<file path="config.mk">
export PLATFORM = sky130hd
export DESIGN_NAME = nmior
export DESIGN_NICKNAME = d
export VERILOG_FILES = /design/src/nmior_pkg.sv /design/src/nmior.sv
export VERILOG_INCLUDE_DIRS = /design/src /design/src/src
export SDC_FILE = /design/constraint.sdc
export NUM_CORES = 1
export LEC_CHECK = 0
export BUFFER_PORTS_ARGS = -buffer_cell sky130_fd_sc_hd__buf_2
export CORE_MARGIN = 2
export CORE_UTILIZATION = 31
export CTS_BUF_LIST = sky130_fd_sc_hd__clkbuf_4
export DETAILED_ROUTE_END_ITERATION = 8
export SYNTH_ARGS = -nofsm -noshare
export SYNTH_HDL_FRONTEND = slang
export SYNTH_SLANG_ARGS = --single-unit
</file>
<file path="constraint.sdc">
create_clock -name ref_clk -period 1.7 [get_ports ref_clk]
set_input_delay 0.34 -clock ref_clk [delete_from_list [all_inputs] [get_ports ref_clk]]
set_output_delay 0.34 -clock ref_clk [all_outputs]
set_load 0.02 [all_outputs]
</file>
<file path="src/nmior_regs.svh">
// Register offsets, field positions and timing counts of the network mode I/O router.
`ifndef NMIOR_REGS_SVH
`define NMIOR_REGS_SVH
// Register offsets on the plain register port.
`define NMIOR_CTRL_OFS 4'h0
`define NMIOR_STATUS_OFS 4'h4
`define NMIOR_IRQ_STAT_OFS 4'h8
`define NMIOR_IRQ_MASK_OFS 4'hC
// Control word fields.
`define NMIOR_CTRL_DRV_EN 0
`define NMIOR_CTRL_MODE_LO 12
`define NMIOR_CTRL_MODE_HI 14
`define NMIOR_CTRL_MODE_D 15
`define NMIOR_CTRL_FAULT_POL 16
`define NMIOR_CTRL_RESET 32'h0000_0000
// Status word fields.
`define NMIOR_ST_ENC_ERR 0
`define NMIOR_ST_EN_PIN 7
`define NMIOR_ST_DRV_EN 12
`define NMIOR_ST_DIR_PIN 14
// Interrupt status bits.
`define NMIOR_IRQ_INDEX 0
`define NMIOR_IRQ_ENC_ERR 1
`define NMIOR_IRQ_W 2
// Operating mode codes.
`define NMIOR_MODE_SINGLE 3'h0
`define NMIOR_MODE_DUAL 3'h1
// Timing: clock period and marker pulse, in nanoseconds.
`define NMIOR_CLK_NS 20
`define NMIOR_MARK_PERIOD_NS 51200
`define NMIOR_MARK_WIDTH_NS 800
`define NMIOR_MARK_PERIOD_CYC (`NMIOR_MARK_PERIOD_NS / `NMIOR_CLK_NS)
`define NMIOR_MARK_WIDTH_CYC ((`NMIOR_MARK_WIDTH_NS + `NMIOR_CLK_NS - 1) / `NMIOR_CLK_NS)
`define NMIOR_CNT_W 12
`endif

</file>
<file path="src/nmior_pkg.sv">
// Types shared by the network mode I/O router.
package nmior_pkg;
  // Connector inputs sampled on ref_clk.
  typedef struct packed {
    logic amplifier_enable_pin;  // Enable pin, low means encoder error in dual loop.
    logic direction_pin;         // Direction pin, master phase A.
    logic step_pin;              // Step pin, master phase B.
    logic fault_condition;       // Drive fault present.
  } nmior_pins_t;
  // Routed outputs toward the capture logic and the connector.
  typedef struct packed {
    logic master_phase_a_capture;       // Master encoder phase A.
    logic master_phase_b_capture;       // Master encoder phase B.
    logic master_latch_strobe_capture;  // Master encoder latch strobe.
    logic master_encoder_error;         // Master encoder error level.
    logic fault_pin;                    // Fault output level.
  } nmior_outs_t;
  // Decoded operating mode.
  typedef enum logic [1:0] {
    NMIOR_NET_SINGLE,
    NMIOR_NET_DUAL,
    NMIOR_OTHER
  } nmior_mode_t;
endpackage

</file>
<file path="src/nmior.sv">
// Network mode I/O router: connector routing, fault output and marker pulse.
`timescale 1ns/1ns
//
// The router sits between the controller connector and the servo core. In the
// two network modes it hands the direction and step pins to the master counter,
// the enable pin to the latch strobe, and shapes the fault output. In every
// other mode the routes rest at zero and the fault pin shows its plain level.
//
// Every output leaves through one register stage, so each pin level and each
// read answer appears exactly one clock after the input or strobe behind it.
// Software sees the block through four 32-bit words: control, status, event
// status and event mask. Events are sticky; a read of the event word clears
// them, but an event that lands in the very cycle of that read survives it, so
// no edge is ever lost between two polls.
//
// The marker timer runs free from reset. Its window forces the fault pin low
// for a short burst once per period whenever the pulse is wanted; the master
// encoder interface keys on that burst to align itself with the servo cycle.
//
// Limitation: the enable pin is taken as already synchronous to ref_clk. A pin
// that comes straight off the connector needs a synchroniser in front.
`include "nmior_regs.svh"

module nmior (
  input  wire logic                   ref_clk,
  input  wire logic                   srst,
  input  wire logic [3:0]             addr,
  input  wire logic [31:0]            wr_data,
  input  wire logic                   wr_en,
  input  wire logic                   rd_en,
  input  wire nmior_pkg::nmior_pins_t pins_in,
  output      logic [31:0]            rd_data_r,
  output      nmior_pkg::nmior_outs_t pins_out_r,
  output      logic                   irq_r
);
  import nmior_pkg::*;

  ////////////////////////////////////////////////////////////////////////////
  // Control state. Only these words and the marker timer carry state; the
  // routes themselves are pure decode, so a mode change takes effect on the
  // very next clock without any flush or reset.

  logic [31:0]              ctrl_r;        // Control word.
  logic [`NMIOR_IRQ_W-1:0]  irq_stat_r;    // Sticky event bits.
  logic [`NMIOR_IRQ_W-1:0]  irq_stat_nxt;  // Next sticky event bits.
  logic [`NMIOR_IRQ_W-1:0]  irq_mask_r;    // Interrupt enables.
  logic [`NMIOR_CNT_W-1:0]  mark_cnt_r;    // Marker period counter.
  logic                     en_pin_r;      // Enable pin of the last cycle.
  logic                     mark_r;        // Marker window active.

  ////////////////////////////////////////////////////////////////////////////
  // Mode and control decode. Any mode code other than the two network codes
  // parks the router; it never guesses at the meaning of a reserved code.

  wire [2:0]   mode_field   = ctrl_r[`NMIOR_CTRL_MODE_HI:`NMIOR_CTRL_MODE_LO];
  wire         mode_bit_d_a = ctrl_r[`NMIOR_CTRL_MODE_D];
  wire         fault_polarity_select = ctrl_r[`NMIOR_CTRL_FAULT_POL];
  wire         power_driver_enable_flag = ctrl_r[`NMIOR_CTRL_DRV_EN];
  // Decode straight from the live control word each cycle.
  wire nmior_mode_t mode =
    (mode_field == `NMIOR_MODE_SINGLE) ? NMIOR_NET_SINGLE :
    (mode_field == `NMIOR_MODE_DUAL)   ? NMIOR_NET_DUAL : NMIOR_OTHER;
  wire         net_mode  = (mode != NMIOR_OTHER);
  wire         is_single = (mode == NMIOR_NET_SINGLE);
  wire         is_dual   = (mode == NMIOR_NET_DUAL);

  ////////////////////////////////////////////////////////////////////////////
  // Fault output decode. The two polarities are not mirror images: with the
  // polarity bit clear a disabled drive shows high, with it set a disabled
  // drive shows low. Both are kept as separate terms so neither is derived
  // from the other by a plain inversion.

  wire drv_on   = power_driver_enable_flag;
  wire fault_in = pins_in.fault_condition;
  // Polarity clear: the pin falls only for an enabled, faulted drive.
  wire fault_lvl_pos = ~(drv_on & fault_in);
  // Polarity set: the pin rises only for an enabled, healthy drive.
  wire fault_lvl_neg = drv_on & ~fault_in;
  wire fault_base = fault_polarity_select ? fault_lvl_neg : fault_lvl_pos;
  // Single loop with D set turns the pin into a slave enable.
  wire pulse_on   = net_mode & ~(is_single & mode_bit_d_a);
  // The marker forces the pin low; the encoder interface keys on that edge.
  wire fault_nxt  = (pulse_on & mark_r) ? 1'b0 : fault_base;

  ////////////////////////////////////////////////////////////////////////////
  // Connector routing. Outside the network modes the routes are held idle.
  // Holding them at zero, rather than passing the pins through, keeps stray
  // pin activity in other modes from clocking the master counter.
  // The latch strobe follows the enable pin in both modes; in dual loop it
  // therefore also sees the index pulse and captures on it.

  wire en_pin = pins_in.amplifier_enable_pin;
  nmior_outs_t outs_nxt;
  assign outs_nxt.master_latch_strobe_capture = net_mode & en_pin;
  assign outs_nxt.master_phase_a_capture = net_mode & pins_in.direction_pin;
  assign outs_nxt.master_phase_b_capture = net_mode & pins_in.step_pin;
  assign outs_nxt.master_encoder_error   = is_dual & ~en_pin;
  assign outs_nxt.fault_pin              = fault_nxt;

  ////////////////////////////////////////////////////////////////////////////
  // Events. The index arrives as a short pulse on the enable pin; its rising
  // edge is the index. An error is the enable pin falling in dual loop.
  // The pulse starts with a fall, so each index also records an error onset;
  // software tells the two apart by the pin level in the status word.

  wire idx_evt = is_dual & en_pin & ~en_pin_r;
  wire err_evt = is_dual & ~en_pin & en_pin_r;
  wire [`NMIOR_IRQ_W-1:0] evt = {err_evt, idx_evt};

  ////////////////////////////////////////////////////////////////////////////
  // Register port decode. Addresses are matched in full; a write to the status
  // word or to an unmapped address is simply dropped.

  wire wr_ctrl   = wr_en & (addr == `NMIOR_CTRL_OFS);
  wire wr_mask   = wr_en & (addr == `NMIOR_IRQ_MASK_OFS);
  wire rd_istat  = rd_en & (addr == `NMIOR_IRQ_STAT_OFS);
  // Input status word; bit 14 reads zero in the network modes.
  wire [31:0] status_word =
    (32'(power_driver_enable_flag) << `NMIOR_ST_DRV_EN) |
    (32'(en_pin) << `NMIOR_ST_EN_PIN) |
    (32'(~net_mode & pins_in.direction_pin) << `NMIOR_ST_DIR_PIN) |
    (32'(is_dual & ~en_pin) << `NMIOR_ST_ENC_ERR);
  // Read selection; an unmapped address reads as zero.
  wire [31:0] rd_mux =
    (addr == `NMIOR_CTRL_OFS)     ? ctrl_r :
    (addr == `NMIOR_STATUS_OFS)   ? status_word :
    (addr == `NMIOR_IRQ_STAT_OFS) ? 32'(irq_stat_r) :
    (addr == `NMIOR_IRQ_MASK_OFS) ? 32'(irq_mask_r) : 32'h0000_0000;
  // A new event in the clearing cycle survives the read.
  assign irq_stat_nxt = (irq_stat_r & ~{`NMIOR_IRQ_W{rd_istat}}) | evt;

  ////////////////////////////////////////////////////////////////////////////
  // Register file and read data, one cycle after the strobe.
  // The read data return to zero when no read is pending, so a stale answer
  // can never be mistaken for a fresh one.

  always_ff @(posedge ref_clk) begin
    if (srst) begin
      ctrl_r     <= `NMIOR_CTRL_RESET;
      irq_mask_r <= '0;
      irq_stat_r <= '0;
      rd_data_r  <= 32'h0000_0000;
      irq_r      <= 1'b0;
    end else begin
      if (wr_ctrl) begin
        ctrl_r <= wr_data;
      end
      if (wr_mask) begin
        irq_mask_r <= wr_data[`NMIOR_IRQ_W-1:0];
      end
      irq_stat_r <= irq_stat_nxt;
      // Unmapped addresses and idle cycles read as zero.
      rd_data_r  <= rd_en ? rd_mux : 32'h0000_0000;
      // The interrupt follows the next status, so it rises with the sticky bit.
      irq_r      <= |(irq_stat_nxt & irq_mask_r);
    end
  end

  ////////////////////////////////////////////////////////////////////////////
  // Marker timer. It runs free so the pulse keeps its period across mode
  // changes; enabling the pulse mid-window may yield one short first pulse.
  // The window is rounded up to whole clocks so, after the first, it is never shorter than asked.
  // The first window after reset is one clock short, since the count starts at zero.

  wire mark_wrap = (mark_cnt_r == `NMIOR_CNT_W'(`NMIOR_MARK_PERIOD_CYC - 1));
  always_ff @(posedge ref_clk) begin
    if (srst) begin
      mark_cnt_r <= '0;
      mark_r     <= 1'b0;
    end else begin
      mark_cnt_r <= mark_wrap ? '0 : mark_cnt_r + 1'b1;
      mark_r     <= mark_wrap | (mark_cnt_r < `NMIOR_CNT_W'(`NMIOR_MARK_WIDTH_CYC - 1));
    end
  end

  ////////////////////////////////////////////////////////////////////////////
  // Pin outputs, registered once. The fault pin rests high in reset, which a
  // downstream monitor reads as no fault for a disabled drive.

  always_ff @(posedge ref_clk) begin
    if (srst) begin
      pins_out_r <= '{fault_pin: 1'b1, default: 1'b0};
      // The enable pin idles high, so the edge memory starts high as well;
      // otherwise the first clock after reset could see a false rising edge.
      en_pin_r   <= 1'b1;
    end else begin
      pins_out_r <= outs_nxt;
      en_pin_r   <= en_pin;
    end
  end

  ////////////////////////////////////////////////////////////////////////////
  // Checks. Each property but mark_range_a looks one clock ahead, matching the single register
  // stage on every output; all are off while reset is held.

  idle_route_a: assert property (@(posedge ref_clk) disable iff (srst)
    !net_mode |=> !pins_out_r.master_latch_strobe_capture && !pins_out_r.master_phase_a_capture)
    else $error("Routes active outside network modes.");

  drv_status_a: assert property (@(posedge ref_clk) disable iff (srst)
    rd_en && addr == `NMIOR_STATUS_OFS |=> rd_data_r[`NMIOR_ST_DRV_EN] == $past(power_driver_enable_flag))
    else $error("Drive enable status wrong.");

  pin_status_a: assert property (@(posedge ref_clk) disable iff (srst)
    rd_en && addr == `NMIOR_STATUS_OFS && is_single |=> rd_data_r[`NMIOR_ST_EN_PIN] == $past(en_pin))
    else $error("Enable pin status wrong.");

  strobe_route_a: assert property (@(posedge ref_clk) disable iff (srst)
    net_mode |=> pins_out_r.master_latch_strobe_capture == $past(en_pin))
    else $error("Latch strobe not routed.");

  phase_route_a: assert property (@(posedge ref_clk) disable iff (srst)
    net_mode |=> pins_out_r.master_phase_a_capture == $past(pins_in.direction_pin) &&
      pins_out_r.master_phase_b_capture == $past(pins_in.step_pin))
    else $error("Phase routing wrong.");

  status_dir_a: assert property (@(posedge ref_clk) disable iff (srst)
    rd_en && addr == `NMIOR_STATUS_OFS && net_mode |=> !rd_data_r[`NMIOR_ST_DIR_PIN])
    else $error("Direction status bit set in a network mode.");

  fault_pos_a: assert property (@(posedge ref_clk) disable iff (srst)
    !fault_polarity_select && !(pulse_on && mark_r) |=> pins_out_r.fault_pin == !$past(drv_on && fault_in))
    else $error("Fault pin wrong, polarity clear.");

  fault_neg_a: assert property (@(posedge ref_clk) disable iff (srst)
    fault_polarity_select && !(pulse_on && mark_r) |=> pins_out_r.fault_pin == $past(drv_on && !fault_in))
    else $error("Fault pin wrong, polarity set.");

  marker_len_a: assert property (@(posedge ref_clk) disable iff (srst)
    mark_wrap |=> mark_r [*8] ##(`NMIOR_MARK_WIDTH_CYC - 8) mark_r ##1 !mark_r)
    else $error("Marker width wrong.");

  marker_pin_a: assert property (@(posedge ref_clk) disable iff (srst)
    pulse_on && mark_r |=> !pins_out_r.fault_pin)
    else $error("Marker not on fault pin.");

  no_marker_a: assert property (@(posedge ref_clk) disable iff (srst)
    is_single && mode_bit_d_a |=> pins_out_r.fault_pin == $past(fault_base))
    else $error("Marker inserted with D set.");

  enc_err_a: assert property (@(posedge ref_clk) disable iff (srst)
    is_dual |=> pins_out_r.master_encoder_error == !$past(en_pin))
    else $error("Encoder error level wrong.");

  index_evt_a: assert property (@(posedge ref_clk) disable iff (srst)
    is_dual && en_pin && !en_pin_r |=> irq_stat_r[`NMIOR_IRQ_INDEX])
    else $error("Index edge not recorded.");

  // Event and status checks for the dual loop, and idle routes elsewhere.
  err_evt_a: assert property (@(posedge ref_clk) disable iff (srst)
    is_dual && !en_pin && en_pin_r |=> irq_stat_r[`NMIOR_IRQ_ENC_ERR])
    else $error("Encoder error onset not recorded.");

  err_status_a: assert property (@(posedge ref_clk) disable iff (srst)
    rd_en && addr == `NMIOR_STATUS_OFS |=> rd_data_r[`NMIOR_ST_ENC_ERR] == $past(is_dual && !en_pin))
    else $error("Encoder error status wrong.");

  single_no_err_a: assert property (@(posedge ref_clk) disable iff (srst)
    !is_dual |=> !pins_out_r.master_encoder_error)
    else $error("Encoder error shown outside dual loop.");

  quiet_events_a: assert property (@(posedge ref_clk) disable iff (srst)
    !is_dual && !rd_istat |=> irq_stat_r == $past(irq_stat_r))
    else $error("Event recorded outside dual loop.");

  idle_phase_b_a: assert property (@(posedge ref_clk) disable iff (srst)
    !net_mode |=> !pins_out_r.master_phase_b_capture)
    else $error("Phase B route active outside network modes.");

  // Marker gating and timer range.
  marker_off_a: assert property (@(posedge ref_clk) disable iff (srst)
    !pulse_on |=> pins_out_r.fault_pin == $past(fault_base))
    else $error("Marker inserted while switched off.");

  mark_range_a: assert property (@(posedge ref_clk) disable iff (srst)
    mark_cnt_r <= `NMIOR_CNT_W'(`NMIOR_MARK_PERIOD_CYC - 1))
    else $error("Marker counter past its period.");

  // Register port behaviour: writes, idle read data, clearing and interrupt.
  ctrl_write_a: assert property (@(posedge ref_clk) disable iff (srst)
    wr_en && addr == `NMIOR_CTRL_OFS |=> ctrl_r == $past(wr_data))
    else $error("Control write lost.");

  read_idle_a: assert property (@(posedge ref_clk) disable iff (srst)
    !rd_en |=> rd_data_r == 32'h0000_0000)
    else $error("Read data not idle.");

  stat_clear_a: assert property (@(posedge ref_clk) disable iff (srst)
    rd_istat |=> irq_stat_r == $past(evt))
    else $error("Event status not cleared by read.");

  irq_level_a: assert property (@(posedge ref_clk) disable iff (srst)
    1'b1 |=> irq_r == |(irq_stat_r & $past(irq_mask_r)))
    else $error("Interrupt level wrong.");

endmodule

</file>
==> Word level (Yosys, flattened, before mapping) <==
Cells that the tools add are included.
{ "classes": {"reduce_logical": 6, "n_bitwise": 33, "order_cmp": 1, "n_eq_ne": 7, "n_mux": 8, "n_addsub": 1} }
{ "ops": {"columns": ["cell", "n"], "rows": [
  ["32-bit 2-to-1 mux", 2],
  ["1-bit by 32-bit AND with 32-bit output", 1],
  ["1-bit NOT with 32-bit output", 1],
  ["13-bit by 32-bit bitwise OR with 32-bit output", 1],
  ["32-bit bitwise OR", 1],
  ["18-bit by 1-bit AND with 18-bit output", 1],
  ["1-bit NOT with 18-bit output", 1],
  ["1-bit AND", 15],
  ["13-bit by 8-bit bitwise OR with 13-bit output", 1],
  ["12-bit by 1-bit adder with 12-bit output (second input constant)", 1],
  ["12-bit equality test (second input constant)", 1],
  ["12-bit by 6-bit < comparator with 1-bit output (second input constant)", 1],
  ["4-bit equality test (second input constant)", 2],
  ["2-bit 2-to-1 mux", 4],
  ["1-bit NOT", 6],
  ["2-bit OR reduction", 3],
  ["2-bit AND", 2],
  ["4-bit by 3-bit equality test with 1-bit output (second input constant)", 1],
  ["4-bit logical NOT", 1],
  ["3-bit by 1-bit equality test with 1-bit output (second input constant)", 1],
  ["3-bit logical NOT", 1],
  ["2-bit by 1-bit equality test with 1-bit output (second input constant)", 1],
  ["2-bit logical NOT", 1],
  ["1-bit 2-to-1 mux", 2],
  ["other kinds (4)", 4]
]} }
{ "totals": {"out_inout_bits": 38, "regBits": 88, "in_bits": 44} }

==> Depth between registers and ports, before layout <==
{ "depth": {"ltp_word": 10, "ltp_mapped": 5, "depth_no_buf": 4} }

==> Least setup slack after synthesis <==
No wires, ideal clock.
{ "synth_path": {"path_kind": "reg-to-reg", "start": "reg mark_cnt_r[0]", "end": "reg mark_cnt_r[1]", "path_slack_ns": 0.156, "t_required_ns": 1.585, "stages_incl_launch_ff": 5, "period_less_slack_ns": 1.544, "arrival_ns": 1.429, "n_path_buf": 0, "path_cell_list": "dfxtp_1 > ha_1 > nand2_1 > or4_1 > and3_1"} }
{ "synth_via": {"elab_chain_len": 2, "elab_cells_between_ends": 3} }
{ "synth_lines": {"columns": ["element", "line", "source"], "rows": [
  ["from (decl)", "nmior.sv:47", "logic [`NMIOR_CNT_W-1:0] mark_cnt_r;"],
  ["from (signal assigned)", "nmior.sv:171", "mark_cnt_r <= mark_wrap ? '0 : mark_cnt_r + 1'b1;"],
  ["parallel branches: the longest is 2 deep, another holds 12-bit by 1-bit adder with 12-bit output", null, null]
]} }
Parallel ways; which one is timed is not known.
A chain may end at the register's enable or synchronous reset.

==> Final worst setup path <==
Ends and elaborated chain as after synthesis.

==> reports/results.tsv <==
stage	metric	value	unit
final_layout	NumNets Final	465	
clock_network	Worst-path clk slew	0.14	ns
power_and_ir_drop	Pint	0.00264	W
route	met2 wire length	3470	um
route	initial drt markers	83	
power_and_ir_drop	P_sw	0.000875	W
synth	area share of the largest cell type after synthesis	55.2	%
timing	Fin Setup TNS	0	ns
final_layout	antenna fix cells	0	
place	Cells after DPL	545	
setup_path	WP data required	2.04	ns
timing	Final min period	1.62	ns
final_layout	fraction of layout cells with a size suffix above 1	30.4	%
setup_path	crit path kind	reg -> reg	
final_layout	area of the multi-input gates	0.00133	mm^2
timing	Tcrit/Tclk final	95.4	%
route	Avg WL per Cell	13.6	um
die	FP Rows	37	
grt	initial antenna violation count	0	
setup_path	CP arrival	1.96	ns
clock_network	CTS hold repair buffers	0	
synth	Unique masters post-synth	44	
grt	vias in the first global route	2531	
grt	first-pass GRT wire length	12200	um
route	Vias	2654	
timing	Slew @ Worst Pin	0.377	ns
setup_path	CP Launch Type	register	
job	max-cap violations	0	
timing	Final setup viols	0	
die	# IOs	82	
synth	predominant post-synthesis flop cell	dfxtp_1	
power_and_ir_drop	Comb pwr share	6.9	%
die	Die X	105	um
final_layout	Layout area overhead	24.9	%
power_and_ir_drop	clock share of power	33.3	%
clock_network	Clock Path Buffers	2	
clock_network	CTS tree	built	
route	drt pass-1 iters	4	
route	DRC	0	
clock_network	# clock sinks	88	
route	highest metal used	met4	
synth	top post-synthesis cells by area	dfxtp_1, a21oi_1, and2_1	
route	Met3 Wirelength	548	um
timing	clk_skew	0.0119	ns
final_layout	Util after Layout	39.3	%
die	CORE AREA	0.0101	mm^2
grt	grt total ovfl	0	
clock_network	H-tree depth	3	
clock_network	Num CTS Buffers	9	
synth	number of warning messages in the yosys log	0	
place	HPWL after DPL	5430	um
synth	sequential-to-total area share from yosys stat	55.2	%
timing	final-report hold violation count	0	
final_layout	Sequential Area	0.00176	mm^2
synth	Yosys reg bits	88	
power_and_ir_drop	Sw Ratio	24.9	%
power_and_ir_drop	Lkg Pwr	1.65	nW
route	M1 wire length	3460	um
synth	Post-synth EDFFs	0	
synth	Synth Instances	332	
die	Die H	105	um
timing	fmax	616	MHz
clock_network	Clock Tree Root	clkbuf_4	
route	final WL	7650	um
synth	Net Count, Synth	377	
setup_path	Crit. End Element	register	
power_and_ir_drop	Flop pwr share	59.8	%
grt	pin count of the biggest net entering global routing	28	
power_and_ir_drop	Tot Pwr	0.00352	W
power_and_ir_drop	maximum VDD drop	0.000295	V
synth	Synth area leader	dfxtp_1	
setup_path	critical path fanouts, max	6	
die	Initial Util	31.5	%
power_and_ir_drop	PwrDens	883	mW/mm^2
place	RePlAce Congestion	0.795	
outcome	run status	completed	
grt	Tot GR Track Use	13.9	%
final_layout	Fillers	1024	
worst_hold_path	HP Class	in -> reg	
final_layout	Finished Layout Cells	561	
timing	Slew HR	74.9	%
clock_network	clk_lat worst skew	0.43	ns
route	Final ANT Viol Nets	0	
route	routed vias/inst	4.73	
timing	final-report max-slew violation count	0	
place	port bufs	81	
synth	Post-Syn Area per Cell	9.61	um^2
synth	ys async rst share	0	%
die	DIE AREA	0.0111	mm^2
clock_network	Setup Buffers After CTS	0	
synth	Syn Std Cell Area	0.00319	mm^2
clock_network	post-CTS resize count	0	
sequential cells by signal, indices dropped and copies added (netlist names):
| register | flops |
|---|---|
| ctrl_r | 32 |
| irq_r | 1 |
| en_pin_r | 1 |
| pins_out_r | 5 |
| rd_data_r | 32 |
| mark_r | 1 |
| irq_stat_r | 2 |
| mark_cnt_r | 12 |
| irq_mask_r | 2 |
Yosys cell counts, types with 3 or more instances:
library cell and instances:
nand2_1 6, and2_1 30, buf_2 3, or3_1 4
mux2i_1 3, o21ai_1 19, o31ai_1 3, buf_6 3
nor2_1 11, nand3_1 37, or4_1 5, a21oi_1 44
clkbuf_1 18, dfxtp_1 88, nand4_1 3, o21ai_0 19
critical path, cell delays in order, from the launching register on:
cell and delay (ns):
dfxtp_1 0.41, ha_1 0.23, nand2_2 0.12, or4_1 0.57, and3_1 0.20
cell families (layout without fill, tap and decap cells):
kind of cell	count (synthesis)	in the layout	synth area share (%)
AND/OR/NAND/NOR	112	112	20.8
AO/OA/AOI/OAI	97	97	17.2
flip-flops	88	88	55.2
buffers and inverters	26	119	3.88
multiplexers	5	5	1.65
XOR/XNOR	3	3	0.824
adder cells (fa/ha/maj)	1	1	0.392
through the flow:
step	setup WS, ns	instance area, um^2	hold slack (ns)
global route	-0.0107	3980	0.0729
global placement	0.0799	3830	0.414
CTS	0.0622	3970	0.0723
finish	0.0778	3980	0.0877
floorplan	0.156	3190	0.407
detailed placement	0.0544	3830	0.428
cells in the final DEF, fill, tap and decap left out, types with 2 or more instances in the layout:
cell type / synthesis / layout
a22oi_1: 2 / 2
nand3_1: 37 / 37
inv_6: 0 / 2
buf_2: 3 / 81
xor2_1: 2 / 2
and2_1: 30 / 30
a32o_1: 2 / 2
or2_2: 2 / 2
clkbuf_4: 0 / 9
mux2i_1: 3 / 3
a21oi_1: 44 / 44
nand4_1: 3 / 3
buf_4: 0 / 18
buf_12: 0 / 2
inv_1: 2 / 2
nor2_1: 11 / 10
o21ai_1: 19 / 19
nor2b_1: 2 / 2
nand2_1: 6 / 5
o31ai_1: 3 / 3
clkinv_2: 0 / 2
mux2_2: 2 / 2
or4_1: 5 / 5
dfxtp_1: 88 / 88
or3_1: 4 / 4
o21ai_0: 19 / 19
or3b_1: 2 / 2
area by class of cell:
cell class	count	area share [%]
multi-input cells	218	33.3
clock inverters	7	1.76
inverters	2	0.188
well taps	136	4.27
clock buffers	9	1.70
flip-flops and latches	88	44.2
repair buffers	101	14.6
power by group through the flow:
stage / logic (W) / registers (W) / clock network (W)
2_1_floorplan: 0.000114 / 0.00215 / 0
3_3_place_gp: 0.000238 / 0.00215 / 0
3_5_place_dp: 0.000242 / 0.00215 / 0
4_1_cts: 0.000243 / 0.00210 / 0.00121
5_1_grt: 0.000266 / 0.00211 / 0.00129
6_report: 0.000242 / 0.00210 / 0.00117
final timing paths:
path | slack, ns | end | cells after the start | start
max | 0.08 | mark_cnt_r[1] | 4 | mark_cnt_r[0]
min | 0.09 | pins_out_r[3] | 2 | pins_in[1]
min reg2reg | 0.44 | pins_out_r[0] | 1 | mark_r
max reg2reg | 0.08 | mark_cnt_r[1] | 4 | mark_cnt_r[0]
layer usage:
layer	global-route usage, %	vias to the layer above
li1	-	1365
met1	18.0	1194
met2	21.3	81
met3	4.14	14
met4	6.38	0
met5	0	-
Power figures use the tool's default switching activity.
